### config.mk
export PLATFORM = sky130hd
export DESIGN_NAME = access_jitter_ctrl
export DESIGN_NICKNAME = d
export VERILOG_FILES = /design/src/access_jitter_pkg.sv /design/src/depth_decode.sv /design/src/access_jitter_ctrl.sv
export VERILOG_INCLUDE_DIRS = /design/src
export SDC_FILE = /design/constraint.sdc
export NUM_CORES = 1
export LEC_CHECK = 0
export ABC_AREA = 0
export CAP_MARGIN = 20
export CORE_AREA = 2 2 57 59
export CTS_BUF_LIST = sky130_fd_sc_hd__clkbuf_2
export DETAILED_ROUTE_END_ITERATION = 16
export DIE_AREA = 0 0 59 61
export DONT_BUFFER_PORTS = 1
export GPL_ROUTABILITY_DRIVEN = 1
export GPL_TIMING_DRIVEN = 0
export PLACE_DENSITY_LB_ADDON = 0.1
export SYNTH_ARGS = -nofsm -noshare
export SYNTH_HDL_FRONTEND = slang
export SYNTH_HIERARCHICAL = 1
export SYNTH_SLANG_ARGS = --single-unit
### constraint.sdc
create_clock -name ref_clk_i -period 1.1 [get_ports ref_clk_i]
set_input_delay 0.055 -clock ref_clk_i [delete_from_list [all_inputs] [get_ports ref_clk_i]]
set_output_delay 0.055 -clock ref_clk_i [all_outputs]
set_load 0.05 [all_outputs]
### src/access_jitter_defines.svh
// access and jitter control register map, field positions, reset values
// assumes an 8-bit parallel register port with 5-bit word addresses
`ifndef ACCESS_JITTER_DEFINES_SVH
`define ACCESS_JITTER_DEFINES_SVH

`define ACW_OFFSET 5'h13
`define JAC_OFFSET 5'h18

`define ACW_ALARM_SRC_BIT 2
`define ACW_TEST_SEQ_BIT 1
`define ACW_FP_FMT_BIT 0
`define ACW_USED_MASK 8'h07
`define ACW_RESET 8'h00

`define JAC_SELECT_BIT 7
`define JAC_DIR_BIT 6
`define JAC_CENTRE_BIT 5
`define JAC_DEPTH_HI 4
`define JAC_DEPTH_LO 2
`define JAC_CLEAR_BIT 1
`define JAC_USED_MASK 8'hfe
`define JAC_RESET 8'h00

`define DEPTH_STEP_WORDS 8'h10
`define DEPTH_MAX_CODE 3'h3

`endif

### src/access_jitter_pkg.sv
// types shared by the access and jitter control block
// assumes nothing beyond a SystemVerilog compiler
package access_jitter_pkg;
  typedef enum logic {
    SEQ_PRBS,
    SEQ_MILLIWATT
  } test_seq_e;
  typedef enum logic {
    FP_NATIVE,
    FP_GCI
  } fp_fmt_e;
  typedef enum logic {
    JA_RX,
    JA_TX
  } ja_dir_e;
endpackage : access_jitter_pkg

### src/depth_decode.sv
// small registered decoder from the depth code to a fifo depth in words
// assumes same-clock inputs from the register bank
`timescale 1ns/1ps
`default_nettype none
`include "access_jitter_defines.svh"
module depth_decode (
  input wire logic ref_clk_i,
  input wire logic arst_n_i,
  input wire logic [2:0] code_i,
  output logic [7:0] depth_words_o
);
  // codes above the table saturate at the largest documented depth
  always_ff @(posedge ref_clk_i or negedge arst_n_i) begin
    if (!arst_n_i) begin
      depth_words_o <= `DEPTH_STEP_WORDS;
    end else if (code_i > `DEPTH_MAX_CODE) begin
      depth_words_o <= 8'(`DEPTH_STEP_WORDS * 8'(`DEPTH_MAX_CODE + 3'h1));
    end else begin
      depth_words_o <= 8'(`DEPTH_STEP_WORDS * 8'(code_i + 3'h1));
    end
  end
endmodule : depth_decode
`default_nettype wire

### src/access_jitter_ctrl.sv
// access control word and jitter attenuator control word register bank
// assumes an 8-bit parallel port on ref_clk_i; alarm inputs from pins
// the host may write both words back to back; no wait states are added
// limitation: depth codes 100 to 111 saturate at 64 words
//
// What this block does
// - with the alarm source bit set, the loss alarm pin follows loss of signal only.
// - with it clear, the pin rises on loss of signal or when frame sync is lost.
// - test sequence bit one selects the digital milliwatt for timeslot tests.
// - test sequence bit zero selects the 2^15-1 pseudo-random pattern.
// - writing the test sequence bit to one resets the pattern generator.
// - bit 0 picks GCI (one) or native (zero) backplane frame pulse format.
// - attenuator select one inserts the attenuator, zero disables it.
// - direction one places the attenuator on transmit, zero on receive.
// - each toggle of the centre bit recentres the fifo read pointer.
// - depth codes 000 to 011 give 16, 32, 48 and 64 words.
// - the clear bit resets attenuator, fifo and status, leaving data bits.
`timescale 1ns/1ps
`default_nettype none
`include "access_jitter_defines.svh"
module access_jitter_ctrl (
  input wire logic ref_clk_i,
  input wire logic arst_n_i,
  input wire logic [4:0] addr_i,
  input wire logic wr_i,
  input wire logic rd_i,
  input wire logic [7:0] wdata_i,
  output logic [7:0] rdata_o,
  input wire logic line_signal_loss_status_i,
  input wire logic frame_sync_i,
  output logic loss_alarm_pin_o,
  output logic tx_use_milliwatt_o,
  output logic rx_use_milliwatt_o,
  output logic prbs_reset_o,
  output logic frame_pulse_gci_o,
  output logic attenuator_tx_enable_o,
  output logic attenuator_rx_enable_o,
  output logic attenuator_centre_o,
  output logic [7:0] attenuator_depth_words_o,
  output logic attenuator_clear_o
);
  logic [7:0] access_control_word;
  logic [7:0] jitter_attenuator_control;
  logic [2:0] los_sync;
  logic [2:0] fs_sync;
  logic los_stable;
  logic fs_stable;
  logic centre_prev;
  logic write_acw;
  logic write_jac;
  logic use_milliwatt;
  logic [7:0] next_rdata;
  access_jitter_pkg::test_seq_e test_seq;
  access_jitter_pkg::ja_dir_e ja_dir;

  // address match, shared by the write strobes and the read mux
  function automatic logic addr_hit(
    logic [4:0] a,
    logic [4:0] o
  );
    return a == o;
  endfunction : addr_hit

  assign write_acw = wr_i && addr_hit(addr_i, `ACW_OFFSET);
  assign write_jac = wr_i && addr_hit(addr_i, `JAC_OFFSET);
  assign test_seq = access_jitter_pkg::test_seq_e'(
    access_control_word[`ACW_TEST_SEQ_BIT]);
  assign ja_dir = access_jitter_pkg::ja_dir_e'(
    jitter_attenuator_control[`JAC_DIR_BIT]);
  // one decode feeds both timeslot test directions
  assign use_milliwatt = (test_seq == access_jitter_pkg::SEQ_MILLIWATT);

  // access control word; only the three defined bits are stored
  // bits 7 to 3 are dropped at the door so a read can never show them
  always_ff @(posedge ref_clk_i or negedge arst_n_i) begin
    if (!arst_n_i) begin
      access_control_word <= `ACW_RESET;
    end else if (write_acw) begin
      access_control_word <= wdata_i & `ACW_USED_MASK;
    end
  end

  // jitter control word; bit 0 is unused and reads zero
  // clear is stored like the rest, so a read shows it still set
  always_ff @(posedge ref_clk_i or negedge arst_n_i) begin
    if (!arst_n_i) begin
      jitter_attenuator_control <= `JAC_RESET;
    end else if (write_jac) begin
      jitter_attenuator_control <= wdata_i & `JAC_USED_MASK;
    end
  end

  // read mux kept combinational so the output stage is a plain load
  always_comb begin
    next_rdata = 8'h00;
    if (addr_hit(addr_i, `ACW_OFFSET)) begin
      next_rdata = access_control_word;
    end else if (addr_hit(addr_i, `JAC_OFFSET)) begin
      next_rdata = jitter_attenuator_control;
    end
  end

  // registered read data; unmapped addresses read zero
  // a write and a read on one edge return the old contents
  always_ff @(posedge ref_clk_i or negedge arst_n_i) begin
    if (!arst_n_i) begin
      rdata_o <= 8'h00;
    end else if (rd_i) begin
      rdata_o <= next_rdata;
    end
  end

  // status pins come from outside; three stages, change once 2nd and 3rd agree
  // a one-edge glitch never reaches the alarm; the price is five edges of lag
  always_ff @(posedge ref_clk_i or negedge arst_n_i) begin
    if (!arst_n_i) begin
      los_sync <= 3'h0;
      fs_sync <= 3'h7;
      los_stable <= 1'b0;
      fs_stable <= 1'b1;
    end else begin
      los_sync <= {los_sync[1:0], line_signal_loss_status_i};
      fs_sync <= {fs_sync[1:0], frame_sync_i};
      if (los_sync[1] == los_sync[2]) begin
        los_stable <= los_sync[2];
      end
      if (fs_sync[1] == fs_sync[2]) begin
        fs_stable <= fs_sync[2];
      end
    end
  end

  // loss alarm source selection
  // a change of source takes effect on the next edge, even mid-alarm
  always_ff @(posedge ref_clk_i or negedge arst_n_i) begin
    if (!arst_n_i) begin
      loss_alarm_pin_o <= 1'b0;
    end else if (access_control_word[`ACW_ALARM_SRC_BIT]) begin
      loss_alarm_pin_o <= los_stable;
    end else begin
      loss_alarm_pin_o <= los_stable || !fs_stable;
    end
  end

  // test sequence choice for both timeslot test directions
  // each timeslot's own test enable decides whether the choice is used
  always_ff @(posedge ref_clk_i or negedge arst_n_i) begin
    if (!arst_n_i) begin
      tx_use_milliwatt_o <= 1'b0;
      rx_use_milliwatt_o <= 1'b0;
    end else begin
      tx_use_milliwatt_o <= use_milliwatt;
      rx_use_milliwatt_o <= use_milliwatt;
    end
  end

  // one-cycle prbs reset on every write of a one, even if already one
  // a write of zero never pulses, so leaving milliwatt mode is quiet
  always_ff @(posedge ref_clk_i or negedge arst_n_i) begin
    if (!arst_n_i) begin
      prbs_reset_o <= 1'b0;
    end else begin
      prbs_reset_o <= write_acw && wdata_i[`ACW_TEST_SEQ_BIT];
    end
  end

  // frame pulse format, shared by transmit and receive
  // one bit serves both directions; there is no separate choice per side
  always_ff @(posedge ref_clk_i or negedge arst_n_i) begin
    if (!arst_n_i) begin
      frame_pulse_gci_o <= 1'b0;
    end else begin
      frame_pulse_gci_o <= access_control_word[`ACW_FP_FMT_BIT];
    end
  end

  // attenuator placement; never both paths at once
  // the direction bit alone enables nothing while select is zero
  always_ff @(posedge ref_clk_i or negedge arst_n_i) begin
    if (!arst_n_i) begin
      attenuator_tx_enable_o <= 1'b0;
      attenuator_rx_enable_o <= 1'b0;
    end else begin
      attenuator_tx_enable_o <= jitter_attenuator_control[`JAC_SELECT_BIT]
        && (ja_dir == access_jitter_pkg::JA_TX);
      attenuator_rx_enable_o <= jitter_attenuator_control[`JAC_SELECT_BIT]
        && (ja_dir == access_jitter_pkg::JA_RX);
    end
  end

  // centre pulse on either edge of the stored bit, not on its level
  // rewriting bit 5 with its old value leaves the read pointer alone
  always_ff @(posedge ref_clk_i or negedge arst_n_i) begin
    if (!arst_n_i) begin
      centre_prev <= 1'b0;
      attenuator_centre_o <= 1'b0;
    end else begin
      centre_prev <= jitter_attenuator_control[`JAC_CENTRE_BIT];
      attenuator_centre_o <= centre_prev
        ^ jitter_attenuator_control[`JAC_CENTRE_BIT];
    end
  end

  // clear is a level held while the bit is one; data memory is untouched
  // software must write the bit back to zero before the attenuator runs
  always_ff @(posedge ref_clk_i or negedge arst_n_i) begin
    if (!arst_n_i) begin
      attenuator_clear_o <= 1'b0;
    end else begin
      attenuator_clear_o <= jitter_attenuator_control[`JAC_CLEAR_BIT];
    end
  end

  // depth decode in its own registered stage
  // its flop stands in for an output flop, so depth has no extra lag
  depth_decode u_depth (
    .ref_clk_i(ref_clk_i),
    .arst_n_i(arst_n_i),
    .code_i(jitter_attenuator_control[`JAC_DEPTH_HI:`JAC_DEPTH_LO]),
    .depth_words_o(attenuator_depth_words_o)
  );
endmodule : access_jitter_ctrl
`default_nettype wire

---- After elaboration in Yosys (flattened, before gate mapping) ----
Index checks and enable logic that the tools add are counted.
W data, S select, Z words.
storage, ports and cells
  register bits ........................... 43
  output and inout port bits .............. 25
  word-level logic and storage cells ...... 36
operators by class
  add/sub/neg operators ................... 1
  $lt $le $gt $ge ......................... 1
  equal/unequal tests ..................... 4
  multiplexer cells ....................... 4
  bitwise operators ....................... 2
  reduce and logical (&&, ||, !) cells .... 7
operator list
  kind                   number
  $mux W8                3
  $eq A5 B5 Y1 const B   2
  $logic_and A1 B1 Y1    5
  $add A3 B1 Y4 const B  1
  $gt A3 B2 Y1 const B   1
  $eq A1 B1 Y1           2
  $logic_not A1 Y1       1
  $logic_or A1 B1 Y1     1
  $mux W1                1
  $not A1 Y1             1
  $xor A1 B1 Y1          1

---- Logic depth before layout (Yosys ltp) ----
Gate-level depths: netlist (run 1).
  depth after elaboration ................. 3
  gate-level depth with buffers ........... 4
  mapped depth without buffers ............ 3

---- By module ----
Netlist (run 1), hierarchy kept.
by module, submodules not included
  module              instances  cells each  area each (µm²)  seq. area each (µm²)
  access_jitter_ctrl  1          75          1,267.5          880.8
  depth_decode        1          15          182.7            101.3

---- Worst setup path after synthesis (run 1) ----
Ideal clock, no wire load.
  path type ............................... reg2reg
  start point ............................. register, netlist name rdata_o[1]
  end point ............................... register rdata_o[1]
  setup time .............................. 126 ps
  arrival ................................. 985 ps
  slack ................................... -11 ps
  stages on the path, launching flop included .. 3
  period minus slack after synthesis ...... 1,111 ps
  cell sequence ........................... dfrtp_1 > nor2b_1 > a221o_1
RTL lines
  element                 RTL line                   RTL
  end signal: assignment  access_jitter_ctrl.sv:109  rdata_o <= next_rdata;
  end: declaration        access_jitter_ctrl.sv:28   output logic [7:0] rdata_o,

==> flow_summary.toml, run 1 <==
[setup_path]
crit_fanout = 2
required_ns = 1.04
critPathKind = "reg2out"
crit_buf_inv = 1
path_delay_family = "flip-flops"
cp-start-kind = "register"
arrival_ns = 1.12
r2r_start = "rdata_o[1]$_DFFE_PN0P_"
crit_chain = "buf_8"
critical-path-max-stage-delay_ns = 0.58
end_kind = "primary output"
r2r_cells = 2
reg2reg_setup_slack_ns = 0.02
reg2reg_to = "rdata_o[1]$_DFFE_PN0P_"
slowest_stage = "dfrtp_2"

[logic_synthesis]
yosys_warnings = 6
avgSynthCellArea_um2 = 16.1
ys_ff_latch = 39
netlist_instances = 90
yosysUniqueCellTypes = 27
syn_area_mm2 = 0.00145
ys_seq_area_share_pct = 67.7

[grt]
use_met2_pct = 22.1
use_met3_pct = 8.74
antenna_found_initial = 0
grt_pass1_vias = 778
grt_max_degree = 40
overflow = 0
grt_use_met1_pct = 16.2
grt_first_pass_wirelength_mm = 3.59
grt_usage_pct = 14.5
top_usage_layer = "met2"

[finish]
syn_to_final_growth_pct = 23.0
num_antenna_cells = 0
post-route-util_pct = 60.4
finalNonFillerCells = 151
nNetsFinal = 137
layout-drive-gt1-share_pct = 53.4
fillCellCount = 250

[outcome]
status = "finished with violations"
violations = "hold timing, setup timing"

[sta]
slew_viol_final = 0
hold_violations = 4
final-setup-viol-count = 2
fmax_mhz = 848
min_period_ns = 1.18
skew_ns = 0.0117
fin_hold_ws_ns = -0.0375
rsz0062_at_grt = "yes"
slew_headroom_pct = 58.7
setup_tns_ns = -0.117
setup_ws_ns = -0.0798
period_share_pct = 107
worst_slew_pin_slew_ns = 0.614

[placed_design]
hpwl_mm = 1.48
dp_cells = 127
gp_congestion = 0.708
numPortBuffers = 0
dp_slack_ns = -0.00507

[routing]
ant_nets = 0
drtIter0Drc = 13
via_per_inst = 5.14
vias = 776
dr.pass1.iters = 2
wl_per_cell_um = 15.0
wl_mm = 2.26
drc = 0

[clocking]
numCtsBuffers = 5
ctsHoldBuffers = 14
cts_tree = "yes"
insertion_delay_ns = 0.36
clockBufferDepth = 2
cts.sinks = 39
cts_max_level = 2
path_clk_slew_ns = 0.18
root_buffer = "clkbuf_2"

[die]
die_h_um = 61
rows = 20
fp.dieW_um = 59
initial_core_util_pct = 49.1
ios = 44
core_mm2 = 0.00295
dieArea_mm2 = 0.00360

[min_path]
worst_hold_path.endpoint = "rdata_o[0]$_DFFE_PN0P_"
worst_hold_path_type = "in2reg"
hold_start = "addr_i[3]"
worstHoldPathCells = 2

[power]
pwr_density_cell_mw_per_mm2 = 1860
leakage_uw = 0.000809
power_uw = 3310
peakVddDrop_mv = 1.22

[run]
max_cap_viol_count = 0
cells in the final DEF, fill, tap and decap left out, types with 3 or more instances in the layout:
master	instances
conb_1	5
mux2_2	3
mux2_4	7
dfrtp_1	14
dfstp_2	5
inv_1	4
dlygate4sd3_1	13
buf_4	6
a22o_2	5
dfrtp_2	20
clkbuf_2	5
stage by stage:
stage	hold slack, ns	area [um^2]
after floorplan	-0.241	1470
after CTS	-0.0723	1760
after detailed placement	-0.240	1510
final	-0.0375	1780
after global routing	-0.110	1780
after global placement	-0.240	1510
cell type report:
cell class              instances  area (um^2)  share of cell area (%)
plain buffers                   7         67.6                    3.79
clock buffers                   5         25.0                    1.40
clock inverters                 3         38.8                    2.18
inverters                       4         15.0                   0.842
multi-input cells              44          423                    23.7
flip-flops and latches         39         1010                    56.5
well taps                      33         41.3                    2.32
repair buffers                 16          165                    9.26
power breakdown:
group / internal [uW] / switching, uW / total, uW
sequential: 1650 / 451 / 2100
combinational: 220 / 173 / 393
clock: 374 / 436 / 811
per-layer routing:
metal / routed length, um / share of wire [%]
met2: 1070 / 47
met5: 0 / 0
met1: 969 / 43
met3: 185 / 8.2
met4: 39 / 1.7
kinds of logic after synthesis:
kind of cell	after synthesis	share of synthesized area (%)
and+or+nand+nor	14	6.82
other	1	0.259
DFF	39	67.7
adders and majority gates	3	2.24
muxes	10	9.58
xor gates and xnor gates	1	0.604
AOI/OAI and AO/OA	11	7.59
buffers and inverters	11	5.18
worst max path at each step:
stage / start / endpoint / slack [ns] / depth (start not counted)
finish: rx_use_milliwatt_o$_DFF_PN0_ / tx_use_milliwatt_o / -0.08 / 1
global route: rx_use_milliwatt_o$_DFF_PN0_ / tx_use_milliwatt_o / -0.16 / 1
CTS: rx_use_milliwatt_o$_DFF_PN0_ / tx_use_milliwatt_o / -0.12 / 1
detailed placement: jitter_attenuator_control[2]$_DFFE_PN0P_ / u_depth/depth_words_o[5]$_DFF_PN0_ / -0.005 / 3
global placement: jitter_attenuator_control[2]$_DFFE_PN0P_ / u_depth/depth_words_o[5]$_DFF_PN0_ / 0.007 / 3
floorplan: jitter_attenuator_control[2]$_DFFE_PN0P_ / u_depth/depth_words_o[5]$_DFF_PN0_ / 0.07 / 3
synth_stat cells:
| master | count | share of area, % |
|---|---|---|
| a221o_1 | 2 | 1.4 |
| maj3_1 | 2 | 1.4 |
| buf_6 | 2 | 1.6 |
| mux2_2 | 3 | 2.3 |
| and3_1 | 1 | 0.43 |
| and2_1 | 2 | 0.86 |
| nor2_1 | 1 | 0.26 |
| and3_4 | 1 | 0.78 |
| nor3_2 | 1 | 0.69 |
| inv_1 | 4 | 1.0 |
| dfstp_2 | 5 | 9.1 |
| mux2_4 | 7 | 7.2 |
| nand2_1 | 1 | 0.26 |
| nor4_1 | 1 | 0.43 |
| dfrtp_1 | 34 | 59 |
| xor2_1 | 1 | 0.60 |
| ha_1 | 1 | 0.86 |
| buf_4 | 5 | 2.6 |
| o21bai_1 | 1 | 0.52 |
| a22o_2 | 5 | 3.5 |
| a311oi_2 | 1 | 1.0 |
| nand3b_1 | 1 | 0.52 |
| nor3b_2 | 1 | 0.86 |
| conb_1 | 1 | 0.26 |
| nor2b_1 | 4 | 1.7 |
| a22o_1 | 1 | 0.60 |
| a211o_1 | 1 | 0.60 |
sequential cells by signal (all words and copies together), names as in the netlist, 3 cells and up:
signal,cells
fs_sync,3
u_depth/depth_words_o,4
jitter_attenuator_control,7
access_control_word,3
rdata_o,8
los_sync,3
timing repair:
action | 4_1_cts | 5_1_grt
resized for setup | 18 | 6
endpoints found under the setup margin | 19 | 7
setup buffers | 1 | 1
hold endpoints to repair | 55 | 4
pin swaps | 0 | 1
(Power assumes the default switching activity.)
==> run 2, diff against run 1 <==
--- a/config.mk
+++ b/config.mk
@@ -8,15 +8,14 @@
 export LEC_CHECK = 0
 export ABC_AREA = 0
 export CAP_MARGIN = 20
-export CORE_AREA = 2 2 57 59
+export CORE_AREA = 2 2 56 58
 export CTS_BUF_LIST = sky130_fd_sc_hd__clkbuf_2
 export DETAILED_ROUTE_END_ITERATION = 16
-export DIE_AREA = 0 0 59 61
+export DIE_AREA = 0 0 58 60
 export DONT_BUFFER_PORTS = 1
 export GPL_ROUTABILITY_DRIVEN = 1
 export GPL_TIMING_DRIVEN = 0
 export PLACE_DENSITY_LB_ADDON = 0.1
 export SYNTH_ARGS = -nofsm -noshare
 export SYNTH_HDL_FRONTEND = slang
-export SYNTH_HIERARCHICAL = 1
 export SYNTH_SLANG_ARGS = --single-unit
==> run 2 against run 1 <==
The flow finishes with violations (setup timing). Via count is 3.2% lower. Highest routed layer unchanged. Largest cell class unchanged. Hold slack better by 0.090 ns. Non-clock buffer count decreased by 5. Power fell by 9.6%. Wire length is 1.9% lower. Utilization is 3.4 points lower. Setup slack improved by 0.0077 ns. Final area decreased by 7.2%. Maximum frequency increased by 0.65%.
==> flow_summary.toml, run 2 <==
[logic_synthesis]
synth_top_area_cell = "dfrtp_1"
synth-edff-count = 0
avgSynthCellArea_um2 = 15.8
async_reset_ff_share_pct = 100
syn_area_mm2 = 0.00139
yosys_warnings = 0
netlist_instances = 88
yosysMostFrequentCell = "dfrtp_1"
synthTopCellsByCount = "dfrtp_1, mux2_2, a22o_1"
ys_seq_area_share_pct = 70.7
ys_ff_latch = 39
synth_flop_cell = "dfrtp_1"
yosys-top-cells-area = "dfrtp_1, dfstp_2, mux2_2, a22o_1, buf_4"
synth_top_area_share_pct = 61.2
yosysUniqueCellTypes = 21

[finish]
nNetsFinal = 132
largest_register_ffs = 8
num_antenna_cells = 0
syn_to_final_growth_pct = 19.1
layout-drive-gt1-share_pct = 43.4
regMostFlops = "rdata_o"
reg_top3 = "rdata_o x8, jitter_attenuator_control x7, u_depth.depth_words_o x4"
mostFrequentLayoutCells = "dfrtp_2, dfrtp_1, dlygate4sd3_1"
mostFrequentLayoutCell = "dfrtp_2"
post-route-util_pct = 57.0

[setup_path]
arrival_ns = 1.12
critPathKind = "reg2out"
critical-path-max-stage-delay_ns = 0.57
cp-start-kind = "register"
crit_buf_inv = 1
path_depth = 1
slowest_stage = "dfrtp_2"
crit_chain = "buf_8"
path_delay_family = "flip-flops"
required_ns = 1.04
end_kind = "primary output"
crit_fanout = 2
r2r_cells = 2

[power]
intPower_uw = 1970
seq_power_share_pct = 70.6
peakVddDrop_mv = 1.32
swShare_pct = 34.1
switching_power_uw = 1020
p_comb_share_pct = 10.5
pwr_density_cell_mw_per_mm2 = 1810
leakage_uw = 0.000758
pwr-share-clk_pct = 18.9

[clocking]
clockBufferDepth = 2
insertion_delay_ns = 0.37
cts_tree = "yes"
cts_setup_buffers = 0
cts.sinks = 39
cts_max_level = 2
root_buffer = "clkbuf_2"
numCtsBuffers = 5
path_clk_slew_ns = 0.16

[die]
die_h_um = 60
fp.dieW_um = 58
dieArea_mm2 = 0.00348
rows = 20
initial_core_util_pct = 47.9
core_mm2 = 0.00290
ios = 44

[sta]
skew_ns = 0.00759
slew_viol_final = 0
final-setup-viol-count = 2
hold_violations = 0
min_period_ns = 1.17
setup_ws_ns = -0.0721
setup_tns_ns = -0.113
period_share_pct = 107
rsz0062_at_grt = "yes"
fmax_mhz = 853

[grt]
grt_usage_pct = 14.3
overflow = 0
grt_pass1_vias = 754
grt_max_degree = 40
grt_first_pass_wirelength_mm = 3.48
antenna_found_initial = 0

[routing]
ant_nets = 0
drc = 0
drtIter0Drc = 17
wl_per_cell_um = 15.2
wl_mm = 2.22
dr.pass1.iters = 3
vias = 751
via_per_inst = 5.14

[min_path]
worst_hold_path_type = "in2reg"
worstHoldPathCells = 3

[outcome]
status = "finished with violations"
violations = "setup timing"

[placed_design]
gp_congestion = 0.685
hpwl_mm = 1.49
numPortBuffers = 0

[run]
max_cap_viol_count = 0
==> run 2: changes by cell type after synthesis, moves of 2 or more <==
cell | before | now
a22o_2 | 5 | 0
nor2_1 | 1 | 5
inv_1 | 4 | 1
mux2_2 | 3 | 10
buf_6 | 2 | 0
nand2_1 | 1 | 4
a22o_1 | 1 | 6
mux2_4 | 7 | 0
==> run 2: cell type report <==
class | instances | area, um^2
Fill cell | 251 | 1250
Sequential cell | 39 | 1010
Multi-Input combinational cell | 47 | 382
Timing Repair Buffer | 13 | 140
Buffer | 5 | 45.0
Tap cell | 33 | 41.3
Clock buffer | 6 | 30.0
Clock inverter | 2 | 7.51
Inverter | 1 | 3.75
==> run 2: per-layer routing <==
metal	vias up	GRT usage, %	part of all wire (%)
met5	-	0	0
met4	0	7.97	2.1
met3	7	6.28	7.9
met2	26	22.4	49
met1	372	16.3	41
li1	346	-	-
==> run 2: what timing repair did <==
action | 4_1_cts | 5_1_grt
setup endpoints to repair | 15 | 6
resized for setup | 15 | 4
gates cloned | 0 | 0
hold endpoints to repair | 57 | 0
hold buffers | 13 | 0
==> run 2: kinds of logic after synthesis <==
| kind of cell | share of synthesized area, % |
|---|---|
| mux | 8.10 |
| other cells | 0.270 |
| compound gates | 5.76 |
| fa+ha+maj | 2.34 |
| buf+inv | 2.97 |
| xor+xnor | 0.630 |
| flops | 70.7 |
| simple gates | 9.27 |
==> run 2: path summary, 6_finish.rpt <==
check,start,endpoint,slack (ns)
max in group asynchronous,arst_n_i,u_depth.depth_words_o[4]$_DFF_PN1_,0.72
worst min register to register,fs_sync[0]$_DFF_PN1_,fs_sync[1]$_DFF_PN1_,0.37
worst max-delay path,rx_use_milliwatt_o$_DFF_PN0_,tx_use_milliwatt_o,-0.07
worst min-delay path,addr_i[4],rdata_o[5]$_DFFE_PN0P_,0.05
min in group asynchronous,arst_n_i,access_control_word[2]$_DFFE_PN0P_,0.13
worst max register to register,rdata_o[1]$_DFFE_PN0P_,rdata_o[1]$_DFFE_PN0P_,0.04
==> run 2: power by group through the flow <==
stage,logic (uW),clock network (uW),registers (uW)
after floorplan,218,0,2080
after global placement,229,0,2110
after detailed placement,237,0,2120
after CTS,320,607,2110
after global routing,346,653,2140
final,314,565,2110
==> run 2: per-stage QoR <==
stage / hold slack [ns] / instances / instance area, um^2 / power, uW / setup slack [ns]
floorplan: -0.241 / 92 / 1410 / 2300 / -0.136
global placement: -0.240 / 125 / 1450 / 2340 / -0.194
detailed placement: -0.240 / 125 / 1450 / 2360 / -0.202
CTS: 0.0235 / 146 / 1650 / 3040 / -0.106
global route: 0.0314 / 146 / 1660 / 3140 / -0.129
finish: 0.0526 / 146 / 1660 / 2990 / -0.0721
